## config.mk

```make
export PLATFORM = sky130hd
export DESIGN_NAME = cpu_status_flag_logic
export DESIGN_NICKNAME = d
export VERILOG_FILES = /design/src/rtl/cpu_flag_pkg.sv /design/src/rtl/cpu_status_flag_logic.sv
export SDC_FILE = /design/constraint.sdc
export NUM_CORES = 1
export LEC_CHECK = 0
export ABC_AREA = 1
export BUFFER_PORTS_ARGS = -buffer_cell sky130_fd_sc_hd__buf_2
export CAP_MARGIN = 10
export CELL_PAD_IN_SITES_DETAIL_PLACEMENT = 1
export CELL_PAD_IN_SITES_GLOBAL_PLACEMENT = 2
export CORE_MARGIN = 2
export CORE_UTILIZATION = 28
export DETAILED_ROUTE_END_ITERATION = 10
export PLACE_DENSITY = 0.88
export SYNTH_ARGS = -nofsm -noshare
export SYNTH_HDL_FRONTEND = slang
export SYNTH_SLANG_ARGS = --single-unit
```

## constraint.sdc

```tcl
create_clock -name ref_clk -period 2.9 [get_ports ref_clk]
set_input_delay 0 -clock ref_clk [delete_from_list [all_inputs] [get_ports ref_clk]]
set_output_delay 0 -clock ref_clk [all_outputs]
set_load 0.005 [all_outputs]
```

## src/rtl/cpu_flag_pkg.sv

```systemverilog
// Constants, register map and operation codes for the status flag block
package cpu_flag_pkg;

  // ************************************************************
  // Flag bit positions
  // ************************************************************
  localparam int FLAG_S = 7; // Sign
  localparam int FLAG_Z = 6; // Zero
  localparam int FLAG_H = 4; // Half-carry
  localparam int FLAG_P = 2; // Parity / overflow
  localparam int FLAG_N = 1; // Add / subtract
  localparam int FLAG_C = 0; // Carry

  // ************************************************************
  // Reset values and masks
  // ************************************************************
  localparam logic [7:0] FLAG_RESET = 8'h00; // Flags after reset
  localparam logic [7:0] FLAG_DEFINED = 8'hd7; // Bits 3 and 5 unused
  localparam logic CTRL_ENABLE_RESET = 1'b1; // Ops accepted at reset
  localparam logic [31:0] READ_RESET = 32'h0000_0000; // Idle read data

  // ************************************************************
  // Register byte offsets on the bus
  // ************************************************************
  localparam logic [3:0] ADDR_PRIMARY = 4'h0; // status_flags
  localparam logic [3:0] ADDR_ALTERNATE = 4'h4; // alternate_status_flags
  localparam logic [3:0] ADDR_CONTROL = 4'h8; // Control, bit 0 enable

  // ************************************************************
  // Decimal adjust constants
  // ************************************************************
  localparam logic [7:0] BCD_LOW_FIX = 8'h06; // Low digit correction
  localparam logic [7:0] BCD_HIGH_FIX = 8'h60; // High digit correction
  localparam logic [3:0] BCD_DIGIT_MAX = 4'h9; // Largest legal digit
  localparam logic [7:0] BCD_BYTE_MAX = 8'h99; // Largest legal byte

  // ************************************************************
  // Operation codes from the decoder
  // ************************************************************
  typedef enum logic [4:0] {
    OP_NONE = 5'h00,
    OP_ADD = 5'h01,
    OP_ADD_CARRY = 5'h02,
    OP_SUBTRACT = 5'h03,
    OP_SUBTRACT_BORROW = 5'h04,
    OP_AND = 5'h05,
    OP_OR = 5'h06,
    OP_XOR = 5'h07,
    OP_ROTATE_LEFT_THROUGH_CARRY_ACC = 5'h08,
    OP_ROTATE_RIGHT_THROUGH_CARRY_ACC = 5'h09,
    OP_ROTATE_LEFT_THROUGH_CARRY = 5'h0a,
    OP_ROTATE_RIGHT_THROUGH_CARRY = 5'h0b,
    OP_CIRCULAR_LEFT_ACC = 5'h0c,
    OP_CIRCULAR_LEFT = 5'h0d,
    OP_ARITH_SHIFT_LEFT = 5'h0e,
    OP_CIRCULAR_RIGHT_ACC = 5'h0f,
    OP_CIRCULAR_RIGHT = 5'h10,
    OP_ARITH_SHIFT_RIGHT = 5'h11,
    OP_LOGIC_SHIFT_RIGHT = 5'h12,
    OP_SET_CARRY_OP = 5'h13,
    OP_COMPLEMENT_CARRY_OP = 5'h14,
    OP_DECIMAL_ADJUST_OP = 5'h15,
    OP_BLOCK_COPY = 5'h16,
    OP_BLOCK_SEARCH = 5'h17,
    OP_LOAD_ACC_FROM_VECTOR_REG = 5'h18,
    OP_LOAD_ACC_FROM_REFRESH_REG = 5'h19,
    OP_PORT_INPUT = 5'h1a,
    OP_EXCHANGE_FLAGS = 5'h1b
  } flag_op_t;

endpackage : cpu_flag_pkg

```

## src/rtl/cpu_status_flag_logic.sv

```systemverilog
// Status flag generation, flag banks and branch conditions
`timescale 1ns/100ps

// Function
// - Flag byte layout, bits 3 and 5 unused
// - Primary and alternate flag banks
// - Only C, P/V, Z, S are testable
// - Carry follows add carry or borrow
// - Decimal adjust sets carry when correcting the high digit
// - Circular rotates link both operand ends
// - Left rotates take carry from bit 7
// - Right rotates take carry from bit 0
// - AND, OR, XOR clear carry
// - Set carry forces, complement inverts
// - Additions write one into N
// - Overflow is sign carry-in xor carry-out
// - Subtract overflows only on unlike signs
// - Logic and non-accumulator rotates give even parity
// - Block ops: P/V clear on zero count
// - Vector or refresh load copies interrupt enable
// - Port input sets parity of byte
// - Half-carry from bit 3 or borrow
// - Zero set when result byte zero
// - Sign equals result bit 7
module cpu_status_flag_logic
  import cpu_flag_pkg::*;
(
  input wire logic ref_clk, // Core clock, 250 MHz
  input wire logic rst_b, // Asynchronous reset, active low
  input wire logic opValid, // Operation strobe from decoder
  input wire flag_op_t opCode, // Operation selector
  input wire logic [7:0] opA, // Accumulator or operand
  input wire logic [7:0] opB, // Second operand
  input wire logic counterZero, // Decremented byte counter is zero
  input wire logic interruptEnableCopy, // Second interrupt enable
  input wire logic [3:0] address, // Avalon byte address
  input wire logic read, // Avalon read
  input wire logic write, // Avalon write
  input wire logic [31:0] writedata, // Avalon write data
  input wire logic [3:0] byteenable, // Avalon byte enables
  output logic [31:0] readdata, // Avalon read data
  output logic waitrequest, // Avalon wait request
  output logic [7:0] resultByte, // Result of last operation
  output logic opDone, // Pulse after an accepted operation
  output logic condCarry, // Branch condition carry
  output logic condParity, // Branch condition parity/overflow
  output logic condZero, // Branch condition zero
  output logic condSign // Branch condition sign
);

  // ************************************************************
  // Helper functions
  // ************************************************************
  // Add or subtract, returns {carry, half, overflow, result}
  function automatic logic [10:0] addSub(
    input logic [7:0] a,
    input logic [7:0] b,
    input logic cin,
    input logic sub
  );
    logic [7:0] bb;
    logic ci;
    logic [4:0] low;
    logic [7:0] low7;
    logic [8:0] full;
    bb = sub ? ~b : b;
    ci = sub ? ~cin : cin;
    low = {1'b0, a[3:0]} + {1'b0, bb[3:0]} + {4'h0, ci};
    low7 = {1'b0, a[6:0]} + {1'b0, bb[6:0]} + {7'h00, ci};
    full = {1'b0, a} + {1'b0, bb} + {8'h00, ci};
    // Borrow is the inverted carry of the complement sum
    addSub = {full[8] ^ sub, low[4] ^ sub, low7[7] ^ full[8], full[7:0]};
  endfunction : addSub
  // Rotates and shifts, returns {carry out, result}
  function automatic logic [8:0] shiftOp(
    input flag_op_t op,
    input logic [7:0] a,
    input logic cin
  );
    unique case (op)
      OP_ROTATE_LEFT_THROUGH_CARRY_ACC,
      OP_ROTATE_LEFT_THROUGH_CARRY: shiftOp = {a, cin};
      OP_ROTATE_RIGHT_THROUGH_CARRY_ACC,
      OP_ROTATE_RIGHT_THROUGH_CARRY: shiftOp = {a[0], cin, a[7:1]};
      OP_CIRCULAR_LEFT_ACC,
      OP_CIRCULAR_LEFT: shiftOp = {a, a[7]};
      OP_ARITH_SHIFT_LEFT: shiftOp = {a, 1'b0};
      OP_CIRCULAR_RIGHT_ACC,
      OP_CIRCULAR_RIGHT: shiftOp = {a[0], a[0], a[7:1]};
      OP_ARITH_SHIFT_RIGHT: shiftOp = {a[0], a[7], a[7:1]};
      OP_LOGIC_SHIFT_RIGHT: shiftOp = {a[0], 1'b0, a[7:1]};
      default: shiftOp = {cin, a};
    endcase
  endfunction : shiftOp
  // Even parity gives one
  function automatic logic evenParity(input logic [7:0] v);
    evenParity = ~^v;
  endfunction : evenParity

  // ************************************************************
  // Internal state
  // ************************************************************
  logic [7:0] flags; // Primary flag bank
  logic [7:0] altFlags; // Alternate flag bank
  logic opEnable; // Control bit, ops accepted when set
  logic [7:0] next_flags; // Flags after current operation
  logic [7:0] next_result; // Result of current operation
  logic [10:0] arith; // Adder output
  logic [8:0] rot; // Shifter output
  logic [7:0] bcdFix; // Decimal correction amount
  logic isSub; // Current arithmetic is a subtract
  logic busAccept; // Bus request completes this edge
  logic primaryWrite; // Bus writes primary bank
  logic alternateWrite; // Bus writes alternate bank
  logic opFire; // Operation accepted this edge

  // Bus owns the flag banks in an accepted write to either bank; the op is then dropped
  assign busAccept = (read || write) && !waitrequest;
  assign primaryWrite = write && !waitrequest && byteenable[0]
    && address == ADDR_PRIMARY;
  assign alternateWrite = write && !waitrequest && byteenable[0]
    && address == ADDR_ALTERNATE;
  assign opFire = opValid && opEnable && !primaryWrite
    && !alternateWrite;

  // ************************************************************
  // Flag computation
  // ************************************************************
  // Next flags and result for the presented operation
  always_comb begin
    next_flags = flags;
    next_result = opA;
    isSub = opCode == OP_SUBTRACT || opCode == OP_SUBTRACT_BORROW
      || opCode == OP_BLOCK_SEARCH;
    arith = addSub(opA, opB,
      (opCode == OP_ADD_CARRY || opCode == OP_SUBTRACT_BORROW)
      & flags[FLAG_C], isSub);
    rot = shiftOp(opCode, opA, flags[FLAG_C]);
    bcdFix = 8'h00;
    unique case (opCode)
      OP_ADD, OP_ADD_CARRY, OP_SUBTRACT, OP_SUBTRACT_BORROW: begin
        next_result = arith[7:0];
        next_flags[FLAG_S] = arith[7];
        next_flags[FLAG_Z] = arith[7:0] == 8'h00;
        next_flags[FLAG_H] = arith[9];
        next_flags[FLAG_P] = arith[8];
        next_flags[FLAG_N] = !isSub;
        next_flags[FLAG_C] = arith[10];
      end
      OP_AND, OP_OR, OP_XOR: begin
        // H and N keep their value here
        next_result = (opCode == OP_AND) ? opA & opB
          : (opCode == OP_OR) ? opA | opB
          : opA ^ opB;
        next_flags[FLAG_S] = next_result[7];
        next_flags[FLAG_Z] = next_result == 8'h00;
        next_flags[FLAG_P] = evenParity(next_result);
        next_flags[FLAG_C] = 1'b0;
      end
      OP_ROTATE_LEFT_THROUGH_CARRY_ACC,
      OP_ROTATE_RIGHT_THROUGH_CARRY_ACC,
      OP_CIRCULAR_LEFT_ACC, OP_CIRCULAR_RIGHT_ACC: begin
        // Accumulator forms only move the carry
        next_result = rot[7:0];
        next_flags[FLAG_C] = rot[8];
      end
      OP_ROTATE_LEFT_THROUGH_CARRY, OP_ROTATE_RIGHT_THROUGH_CARRY,
      OP_CIRCULAR_LEFT, OP_ARITH_SHIFT_LEFT, OP_CIRCULAR_RIGHT,
      OP_ARITH_SHIFT_RIGHT, OP_LOGIC_SHIFT_RIGHT: begin
        next_result = rot[7:0];
        next_flags[FLAG_S] = rot[7];
        next_flags[FLAG_Z] = rot[7:0] == 8'h00;
        next_flags[FLAG_P] = evenParity(rot[7:0]);
        next_flags[FLAG_C] = rot[8];
      end
      OP_SET_CARRY_OP: begin
        next_flags[FLAG_C] = 1'b1;
      end
      OP_COMPLEMENT_CARRY_OP: begin
        next_flags[FLAG_C] = !flags[FLAG_C];
      end
      OP_DECIMAL_ADJUST_OP: begin
        bcdFix = ((flags[FLAG_H] || opA[3:0] > BCD_DIGIT_MAX) ? BCD_LOW_FIX
          : 8'h00) | ((flags[FLAG_C] || opA > BCD_BYTE_MAX) ? BCD_HIGH_FIX
          : 8'h00);
        // N set means the last arithmetic was an addition
        next_result = flags[FLAG_N] ? opA + bcdFix : opA - bcdFix;
        next_flags[FLAG_S] = next_result[7];
        next_flags[FLAG_Z] = next_result == 8'h00;
        next_flags[FLAG_C] = bcdFix[6];
      end
      OP_BLOCK_COPY: begin
        next_flags[FLAG_P] = !counterZero;
      end
      OP_BLOCK_SEARCH: begin
        // Compare only: accumulator keeps its value
        next_flags[FLAG_S] = arith[7];
        next_flags[FLAG_Z] = arith[7:0] == 8'h00;
        next_flags[FLAG_H] = arith[9];
        next_flags[FLAG_N] = 1'b0;
        next_flags[FLAG_P] = !counterZero;
      end
      OP_LOAD_ACC_FROM_VECTOR_REG, OP_LOAD_ACC_FROM_REFRESH_REG: begin
        next_flags[FLAG_P] = interruptEnableCopy;
      end
      OP_PORT_INPUT: begin
        next_flags[FLAG_S] = opA[7];
        next_flags[FLAG_Z] = opA == 8'h00;
        next_flags[FLAG_P] = evenParity(opA);
      end
      OP_EXCHANGE_FLAGS: begin
        next_flags = altFlags;
      end
      default: next_flags = flags;
    endcase
  end

  // ************************************************************
  // Flag banks
  // ************************************************************
  // Primary bank, bus write wins over an operation
  always_ff @(posedge ref_clk or negedge rst_b) begin
    if (!rst_b) begin
      flags <= FLAG_RESET;
    end else if (primaryWrite) begin
      flags <= writedata[7:0] & FLAG_DEFINED;
    end else if (opFire) begin
      flags <= next_flags & FLAG_DEFINED;
    end
  end
  // Alternate bank, only bus writes and exchanges touch it
  always_ff @(posedge ref_clk or negedge rst_b) begin
    if (!rst_b) begin
      altFlags <= FLAG_RESET;
    end else if (alternateWrite) begin
      altFlags <= writedata[7:0] & FLAG_DEFINED;
    end else if (opFire && opCode == OP_EXCHANGE_FLAGS) begin
      altFlags <= flags;
    end
  end
  // Result byte and completion pulse
  always_ff @(posedge ref_clk or negedge rst_b) begin
    if (!rst_b) begin
      resultByte <= 8'h00;
      opDone <= 1'b0;
    end else begin
      opDone <= opFire;
      if (opFire) begin
        resultByte <= next_result;
      end
    end
  end

  assign condCarry = flags[FLAG_C];
  assign condParity = flags[FLAG_P];
  assign condZero = flags[FLAG_Z];
  assign condSign = flags[FLAG_S];

  // ************************************************************
  // Avalon-MM slave
  // ************************************************************
  // One wait cycle per request, then a single low cycle
  always_ff @(posedge ref_clk or negedge rst_b) begin
    if (!rst_b) begin
      waitrequest <= 1'b1;
    end else if (!waitrequest) begin
      waitrequest <= 1'b1;
    end else if (read || write) begin
      waitrequest <= 1'b0;
    end
  end

  // Read data captured as waitrequest drops; unmapped reads give zero
  always_ff @(posedge ref_clk or negedge rst_b) begin
    if (!rst_b) begin
      readdata <= READ_RESET;
    end else if (read && waitrequest) begin
      unique case (address)
        ADDR_PRIMARY: readdata <= {24'h000000, flags};
        ADDR_ALTERNATE: readdata <= {24'h000000, altFlags};
        ADDR_CONTROL: readdata <= {31'h0, opEnable};
        default: readdata <= READ_RESET;
      endcase
    end
  end

  // Control register, gates operations from the decoder
  always_ff @(posedge ref_clk or negedge rst_b) begin
    if (!rst_b) begin
      opEnable <= CTRL_ENABLE_RESET;
    end else if (busAccept && write && byteenable[0]
        && address == ADDR_CONTROL) begin
      opEnable <= writedata[0];
    end
  end

  // ************************************************************
  // Assertions
  // ************************************************************
  // Unused bits stay low
  a_unused_bits_low:
  assert property (@(posedge ref_clk) disable iff (!rst_b)
    (flags & ~FLAG_DEFINED) == 8'h00
    && (altFlags & ~FLAG_DEFINED) == 8'h00)
  else $error("Unused flag bit set");

  a_exchange_banks:
  assert property (@(posedge ref_clk) disable iff (!rst_b)
    opFire && opCode == OP_EXCHANGE_FLAGS |=>
    altFlags == $past(flags) && flags == $past(altFlags))
  else $error("Flag banks not exchanged");

  // Add carry matches nine bit sum
  a_add_carry:
  assert property (@(posedge ref_clk) disable iff (!rst_b)
    opFire && opCode == OP_ADD |=> flags[FLAG_C] ==
    (({1'b0, $past(opA)} + {1'b0, $past(opB)}) > 9'h0ff)
    && flags[FLAG_N])
  else $error("Add carry or N wrong");

  // Subtract overflow on unlike signs only
  a_sub_overflow:
  assert property (@(posedge ref_clk) disable iff (!rst_b)
    opFire && opCode == OP_SUBTRACT |=> flags[FLAG_P] ==
    ($past(opA[7]) != $past(opB[7])
    && resultByte[7] != $past(opA[7])))
  else $error("Subtract overflow wrong");

  // AND clears carry and gives parity
  a_logic_carry:
  assert property (@(posedge ref_clk) disable iff (!rst_b)
    opFire && opCode == OP_AND |=> !flags[FLAG_C]
    && flags[FLAG_P] == ~^($past(opA) & $past(opB)))
  else $error("Logic op carry or parity wrong");

  // Circular left carry from bit 7
  a_left_carry:
  assert property (@(posedge ref_clk) disable iff (!rst_b)
    opFire && opCode == OP_CIRCULAR_LEFT |=>
    flags[FLAG_C] == $past(opA[7]) && resultByte[0] == $past(opA[7]))
  else $error("Left rotate carry wrong");

  // Logic right shift carry from bit 0
  a_right_carry:
  assert property (@(posedge ref_clk) disable iff (!rst_b)
    opFire && opCode == OP_LOGIC_SHIFT_RIGHT |=>
    flags[FLAG_C] == $past(opA[0]) && !resultByte[7])
  else $error("Right shift carry wrong");

  a_complement_carry:
  assert property (@(posedge ref_clk) disable iff (!rst_b)
    opFire && opCode == OP_COMPLEMENT_CARRY_OP |=>
    flags[FLAG_C] != $past(flags[FLAG_C]))
  else $error("Carry not complemented");

  // Block copy tracks the byte counter
  a_block_count:
  assert property (@(posedge ref_clk) disable iff (!rst_b)
    opFire && opCode == OP_BLOCK_COPY |=>
    flags[FLAG_P] == !$past(counterZero)
    && flags[FLAG_C] == $past(flags[FLAG_C]))
  else $error("Block count flag wrong");

  a_vector_load:
  assert property (@(posedge ref_clk) disable iff (!rst_b)
    opFire && opCode == OP_LOAD_ACC_FROM_VECTOR_REG |=>
    condParity == $past(interruptEnableCopy))
  else $error("Interrupt enable not copied");
endmodule : cpu_status_flag_logic

```

Word-level counts from Yosys, hierarchy flattened

Cells that the tools add are included.

Add/subtract/negate cells: 8
Muxes and demuxes: 21
Bitwise operators: 10
Reductions and logical operators: 57
Order comparisons: 2
Equal/unequal tests: 30

Operators by type and width:

| kind                                                                    | count |
|---|---|
| 8-bit 2-to-1 mux                                                        | 8 |
| 9-bit case mux with 7 select lines                                      | 1 |
| 5-bit equality test, second input constant                              | 12 |
| 5-bit by 4-bit equality test with 1-bit output, second input constant   | 8 |
| 8-bit logical NOT                                                       | 5 |
| 8-bit case mux with 4 select lines                                      | 1 |
| 8-bit case mux with 3 select lines                                      | 1 |
| 8-bit XNOR reduction                                                    | 3 |
| 5-bit by 3-bit equality test with 1-bit output, second input constant   | 4 |
| 8-bit nonzero test                                                      | 2 |
| 1-bit case mux with 7 select lines                                      | 2 |
| 1-bit logical AND                                                       | 13 |
| 2-bit case mux with 6 select lines                                      | 1 |
| 2-bit OR reduction                                                      | 6 |
| 11-bit OR reduction                                                     | 1 |
| 5-bit by 2-bit equality test with 1-bit output, second input constant   | 2 |
| 8-bit by 8-bit adder with 9-bit output                                  | 1 |
| 9-bit by 1-bit adder with 9-bit output                                  | 1 |
| 9-bit by 1-bit inequality test with 1-bit output, second input constant | 1 |
| 7-bit by 7-bit adder with 8-bit output                                  | 1 |
| 8-bit by 1-bit adder with 8-bit output                                  | 1 |
| 8-bit by 7-bit adder with 8-bit output                                  | 1 |
| 8-bit AND                                                               | 1 |
| 8-bit greater-than comparator, second input constant                    | 1 |
| 32 further kinds                                                        | 50 |

Logic and storage cells: 140
Input port bits: 68
Flip-flop bits (word level): 59
Output and inout port bits: 46

Longest topological paths before layout

Depth in word-level cells: 10
Mapped depth: 28
Mapped depth without buffers: 28

Worst setup path after synthesis

OpenSTA, ideal clock, no wires.

Path kind: input to register
Start: input port opCode[4]
End: register flags[6]
Library setup time: 0.117 ns
Path slack: 0.303 ns
Data arrival time: 2.481 ns
Cell stages on the path: 22
Data required time: 2.783 ns
Path buffers: 3
Path through: buf_4 -> inv_2 -> buf_6 -> nand3_1 -> nand2_1 -> nor2_1 -> buf_4 -> xor2_1 -> fa_1 -> fa_1 -> nand3_1 -> nand2_1 -> nand2_1 -> nand2_1 -> nand2_1 -> nand2_1 -> nand4_1 -> nand2_1 -> nand2_1 -> nand2_1 -> nand2_1 -> nand2_1

Cells in the longest elaborated chain, start to end: 10
Elaborated cells between the ends (all ways): 49
Classes of those cells: add/sub: 2; eq/ne: 22; mux: 8; bitwise: 2; reduce/logical: 15

RTL lines:

| element                                                                           | RTL line                                                   | text |
|---|---|---|
| start, declared                                                                   | cpu_status_flag_logic.sv:31                                | `input wire flag_op_t opCode,` |
| 5-bit by 2-bit equality test with 1-bit output, or another cell as far along      | cpu_status_flag_logic.sv:133, cpu_status_flag_logic.sv:140 |  |
| 1-bit logical OR (on tied branches)                                               | cpu_status_flag_logic.sv:133, cpu_status_flag_logic.sv:136 |  |
| 1-bit logical OR / 1-bit AND (equally long branches)                              | cpu_status_flag_logic.sv:134, cpu_status_flag_logic.sv:137 |  |
| 8-bit 2-to-1 mux / 1-bit NOT (equally long branches)                              | cpu_status_flag_logic.sv:66, cpu_status_flag_logic.sv:67   |  |
| 8-bit by 8-bit adder with 9-bit output / 1-bit 2-to-1 mux (equally long branches) | cpu_status_flag_logic.sv:70, cpu_status_flag_logic.sv:67   |  |
| 9-bit by 1-bit adder with 9-bit output                                            | cpu_status_flag_logic.sv:70                                | `full = {1'b0, a} + {1'b0, bb} + {8'h00, ci};` |
| 8-bit logical NOT                                                                 | cpu_status_flag_logic.sv:144, cpu_status_flag_logic.sv:198 |  |
| 2-bit case mux with 6 select lines                                                | cpu_status_flag_logic.sv:140                               | `unique case (opCode)` |
| 8-bit 2-to-1 mux                                                                  | cpu_status_flag_logic.sv:227                               | `end else if (opFire) begin` |
| 8-bit 2-to-1 mux                                                                  | cpu_status_flag_logic.sv:225                               | `end else if (primaryWrite) begin` |
| end signal, assigned                                                              | cpu_status_flag_logic.sv:226                               | `flags <= writedata[7:0] & FLAG_DEFINED;` |
| end signal, assigned                                                              | cpu_status_flag_logic.sv:228                               | `flags <= next_flags & FLAG_DEFINED;` |
| end, declared                                                                     | cpu_status_flag_logic.sv:103                               | `logic [7:0] flags;` |

Several ways; a longest one is shown, not always the timed one. The select of a mux whose other input is x is not followed.
A chain may end at the register's enable or synchronous reset.

Final worst setup path

Start: register flags[0]
End: register flags[2]

Cells in the longest elaborated chain, start to end: 8
Elaborated cells between the ends (all ways): 11
Classes of those cells: add/sub: 2; mux: 5; bitwise: 3; reduce/logical: 1

RTL lines:

| element                                                                                                 | RTL line                                                 | text |
|---|---|---|
| 1-bit AND                                                                                               | cpu_status_flag_logic.sv:137                             | `& flags[FLAG_C], isSub);` |
| 1-bit NOT                                                                                               | cpu_status_flag_logic.sv:67                              | `ci = sub ? ~cin : cin;` |
| 1-bit 2-to-1 mux                                                                                        | cpu_status_flag_logic.sv:67                              |  |
| 9-bit by 1-bit adder with 9-bit output / 8-bit by 1-bit adder with 8-bit output (equally long branches) | cpu_status_flag_logic.sv:70, cpu_status_flag_logic.sv:69 |  |
| 1-bit bitwise XOR                                                                                       | cpu_status_flag_logic.sv:72                              | `addSub = {full[8] ^ sub, low[4] ^ sub, low7[7] ^ full[8], full[7:0]};` |
| 1-bit case mux with 7 select lines (*)                                                                  | cpu_status_flag_logic.sv:140                             |  |
| 8-bit 2-to-1 mux (*)                                                                                    | cpu_status_flag_logic.sv:227                             |  |
| 8-bit 2-to-1 mux (*)                                                                                    | cpu_status_flag_logic.sv:225                             |  |

Mark *: on every way between the ends. The rest lies on a longest branch, timed or not. The select of a mux whose other input is x is not followed.

==> run_results.csv <==
group,metric,value,unit
logic_synthesis,synth_edf_count,0,
critical_path,cp_max_fo,4,
timing,setup_tns,0,ps
logic_synthesis,syn_area_per_cell,6.30,sq um
timing,worst_pin_slew,674,ps
routing,wl_per_cell,16.1,um
routing,first_iter_violations,294,
logic_synthesis,netlist_area,4300,sq um
timing,final.period_utilization,91.1,%
logic_synthesis,synth_cell_types,38,
clocking,path_clk_slew,50,ps
critical_path,worstRegToRegCells,14,
global_routing,grt-ovfl-total,0,
timing,clock_skew,6.55,ps
logic_synthesis,ys.flop_type,"dfrtp_1",
cells_and_area,drive_gt1_share,14.4,%
timing,fmax,0.378,GHz
timing,max-slew-margin-rel,55.0,%
placed_design,dp_hpwl,12800,um
global_routing,grt_max_degree,30,
worst_hold_path,holdPathStages,3,
power_and_ir_drop,ir_worst_vdd,272,uV
global_routing,grt_pass1_wl,24700,um
routing,vias,4655,
clocking,clock_latency,280,ps
job,maxCapViolations,0,
critical_path,crit_type,"register to register",
clocking,clk_path_buf_depth,2,
clocking,cts_buffers,5,
logic_synthesis,ys_ff_latch,29,
cells_and_area,antenna_cells,0,
critical_path,worst_ep_arrival_time,2810,ps
global_routing,antenna_found_initial,0,
logic_synthesis,yosysTopAreaCellShare,17.6,%
timing,finalSetupViolations,0,
clocking,postCtsSetupRepairBufs,0,
routing,first_pass_iters,5,
placed_design,io_buffers,58,
routing,drc,0,
floorplanning,ios,114,
worst_hold_path,holdCritPathClass,"primary input to register",
critical_path,end_kind,"register",
global_routing,grt_pass1_vias,4777,
logic_synthesis,synth_top_area_cell,"nand2_1",
routing,antenna_left,0,
cells_and_area,area.growth.synth_to_final,18.7,%
timing,rsz0062_at_grt,"no",
floorplanning,start_util,28.5,%
routing,vias_per_cell,4.86,
cells_and_area,stdcell_count,958,
clocking,clock-root-buffer,"clkbuf_16",
cells_and_area,design_area,5100,sq um
timing,fin_ws,258,ps
floorplanning,die_y,128,um
timing,fin_crit,2640,ps
power_and_ir_drop,powerDensity,533,nW/um^2
placed_design,placed_area,4890,sq um
logic_synthesis,ys_top_cells_by_count,"nand2_1, inv_1, nor2_1",
critical_path,cp.required,3070,ps
status,status,"completed",
logic_synthesis,ys_warn_count,0,
logic_synthesis,synth_area_leaders,"nand2_1, dfrtp_1, ha_1, inv_1, o21ai_0",
logic_synthesis,syn_inst,682,
clocking,htree_levels,2,
power_and_ir_drop,power_leakage,2.89,nW
placed_design,dpl.cell_count,947,
floorplanning,row_count,45,
placed_design,dp_slack,61.8,ps
floorplanning,fp.coreArea,15100,sq um
clocking,cts.sinks,29,
placed_design,place.gp.congestion,0.886,
clocking,cts_tree,"done",
timing,drv_slew,0,
global_routing,track_usage,19.0,%
floorplanning,die_x,128,um
floorplanning,dieArea,16400,sq um
cells_and_area,fin_util,33.8,%
timing,hold_viol,0,
logic_synthesis,yosysMostFrequentCell,"nand2_1",
logic_synthesis,synth-async-reset-ratio,100,%
critical_path,cp-start-kind,"register",
cells_and_area,nets,890,
logic_synthesis,yosysSeqAreaShare,16.9,%
routing,drt-total-wl,15400,um
[cell families (layout without fill, tap and decap cells)]
kind of cell	Yosys count	count (layout)	synth area share (%)
AND/OR/NAND/NOR	337	337	33.3
adder cells (fa/ha/maj)	53	53	16.0
other	1	26	0.0873
AO/OA/AOI/OAI	114	114	15.4
flip-flops	29	29	16.9
buffers and inverters	126	189	13.9
XOR/XNOR	22	22	4.48
[cell usage in the layout, fill, tap and decap left out, types with 3 or more instances in the layout]
cell	n
a21oi_1	23
a22oi_1	6
a31oi_1	3
buf_2	58
buf_4	31
clkbuf_16	5
conb_1	26
dfrtp_1	27
dlygate4sd3_1	3
fa_1	3
ha_1	49
inv_1	84
inv_2	4
nand2_1	202
nand3_1	43
nand3b_1	4
nand4_1	16
nor2_1	55
nor3_1	7
o211ai_1	15
o21a_1	4
o21ai_0	49
o21bai_1	3
o22ai_1	7
xnor2_1	9
xor2_1	13
[state kept, by name, indices dropped and copies added (netlist names)]
name	flops
waitrequest	1
opDone	1
flags	6
readdata	6
resultByte	8
altFlags	6
opEnable	1
[critical path: stages, from the launching register on]
cell	delay (ps)
dfrtp_1	390
inv_1	100
a21oi_1	200
xnor2_1	110
fa_1	410
fa_1	410
nand3_1	120
nand2_1	140
nand4_1	110
nand2_1	120
xor2_1	170
nand3_1	70
nand3_1	70
nand2_1	70
nand2_1	40
[worst paths after layout]
check                      slack (ps)     endpoint    startpoint
max                               260     flags[2]      flags[0]
min                                 3     opEnable  writedata[0]
max reg2reg                       260     flags[2]      flags[0]
min reg2reg                       470  readdata[1]   readdata[1]
max in group asynchronous        2130  readdata[2]         rst_b
min in group asynchronous         320  altFlags[4]         rst_b
[stage by stage]
| step | hold slack [ps] | total power, mW |
|---|---|---|
| 6_report | 3.01 | 2.72 |
| 5_1_grt | 33.2 | 2.96 |
| 4_1_cts | 5.47 | 2.71 |
| 3_5_place_dp | 73.6 | 2.08 |
| 3_3_place_gp | 74.1 | 2.05 |
| 2_1_floorplan | -296 | 1.58 |
[area by class of cell]
| type | count | area [sq um] |
|---|---|---|
| tap | 188 | 235 |
| clock inverter | 1 | 30.0 |
| sequential | 29 | 728 |
| clock buffer | 7 | 143 |
| fill | 2003 | 9990 |
| multi-input combinational | 552 | 3080 |
| timing repair buffer | 92 | 553 |
| inverter | 89 | 334 |
[layer usage]
| metal | part of all wire (%) | GRT usage (%) | up-vias |
|---|---|---|---|
| li1 | - | - | 2351 |
| met2 | 47 | 33.0 | 93 |
| met3 | 3.8 | 1.38 | 19 |
| met5 | 0 | 0 | - |
| met4 | 2.1 | 4.52 | 0 |
| met1 | 48 | 25.7 | 2192 |
[report_power, final]
group | total (mW) | internal (mW) | switching, mW
combinational | 1.46 | 0.570 | 0.887
clock | 0.609 | 0.428 | 0.181
sequential | 0.652 | 0.544 | 0.108
total | 2.72 | 1.54 | 1.18
[repair_timing]
item / CTS / global route
endpoints found under the setup margin: 0 / 1
hold buffers: 3 / 0
hold endpoints to repair: 28 / 0
resized for setup: 0 / 1
Note: power is estimated with default switching activity, not from simulation.
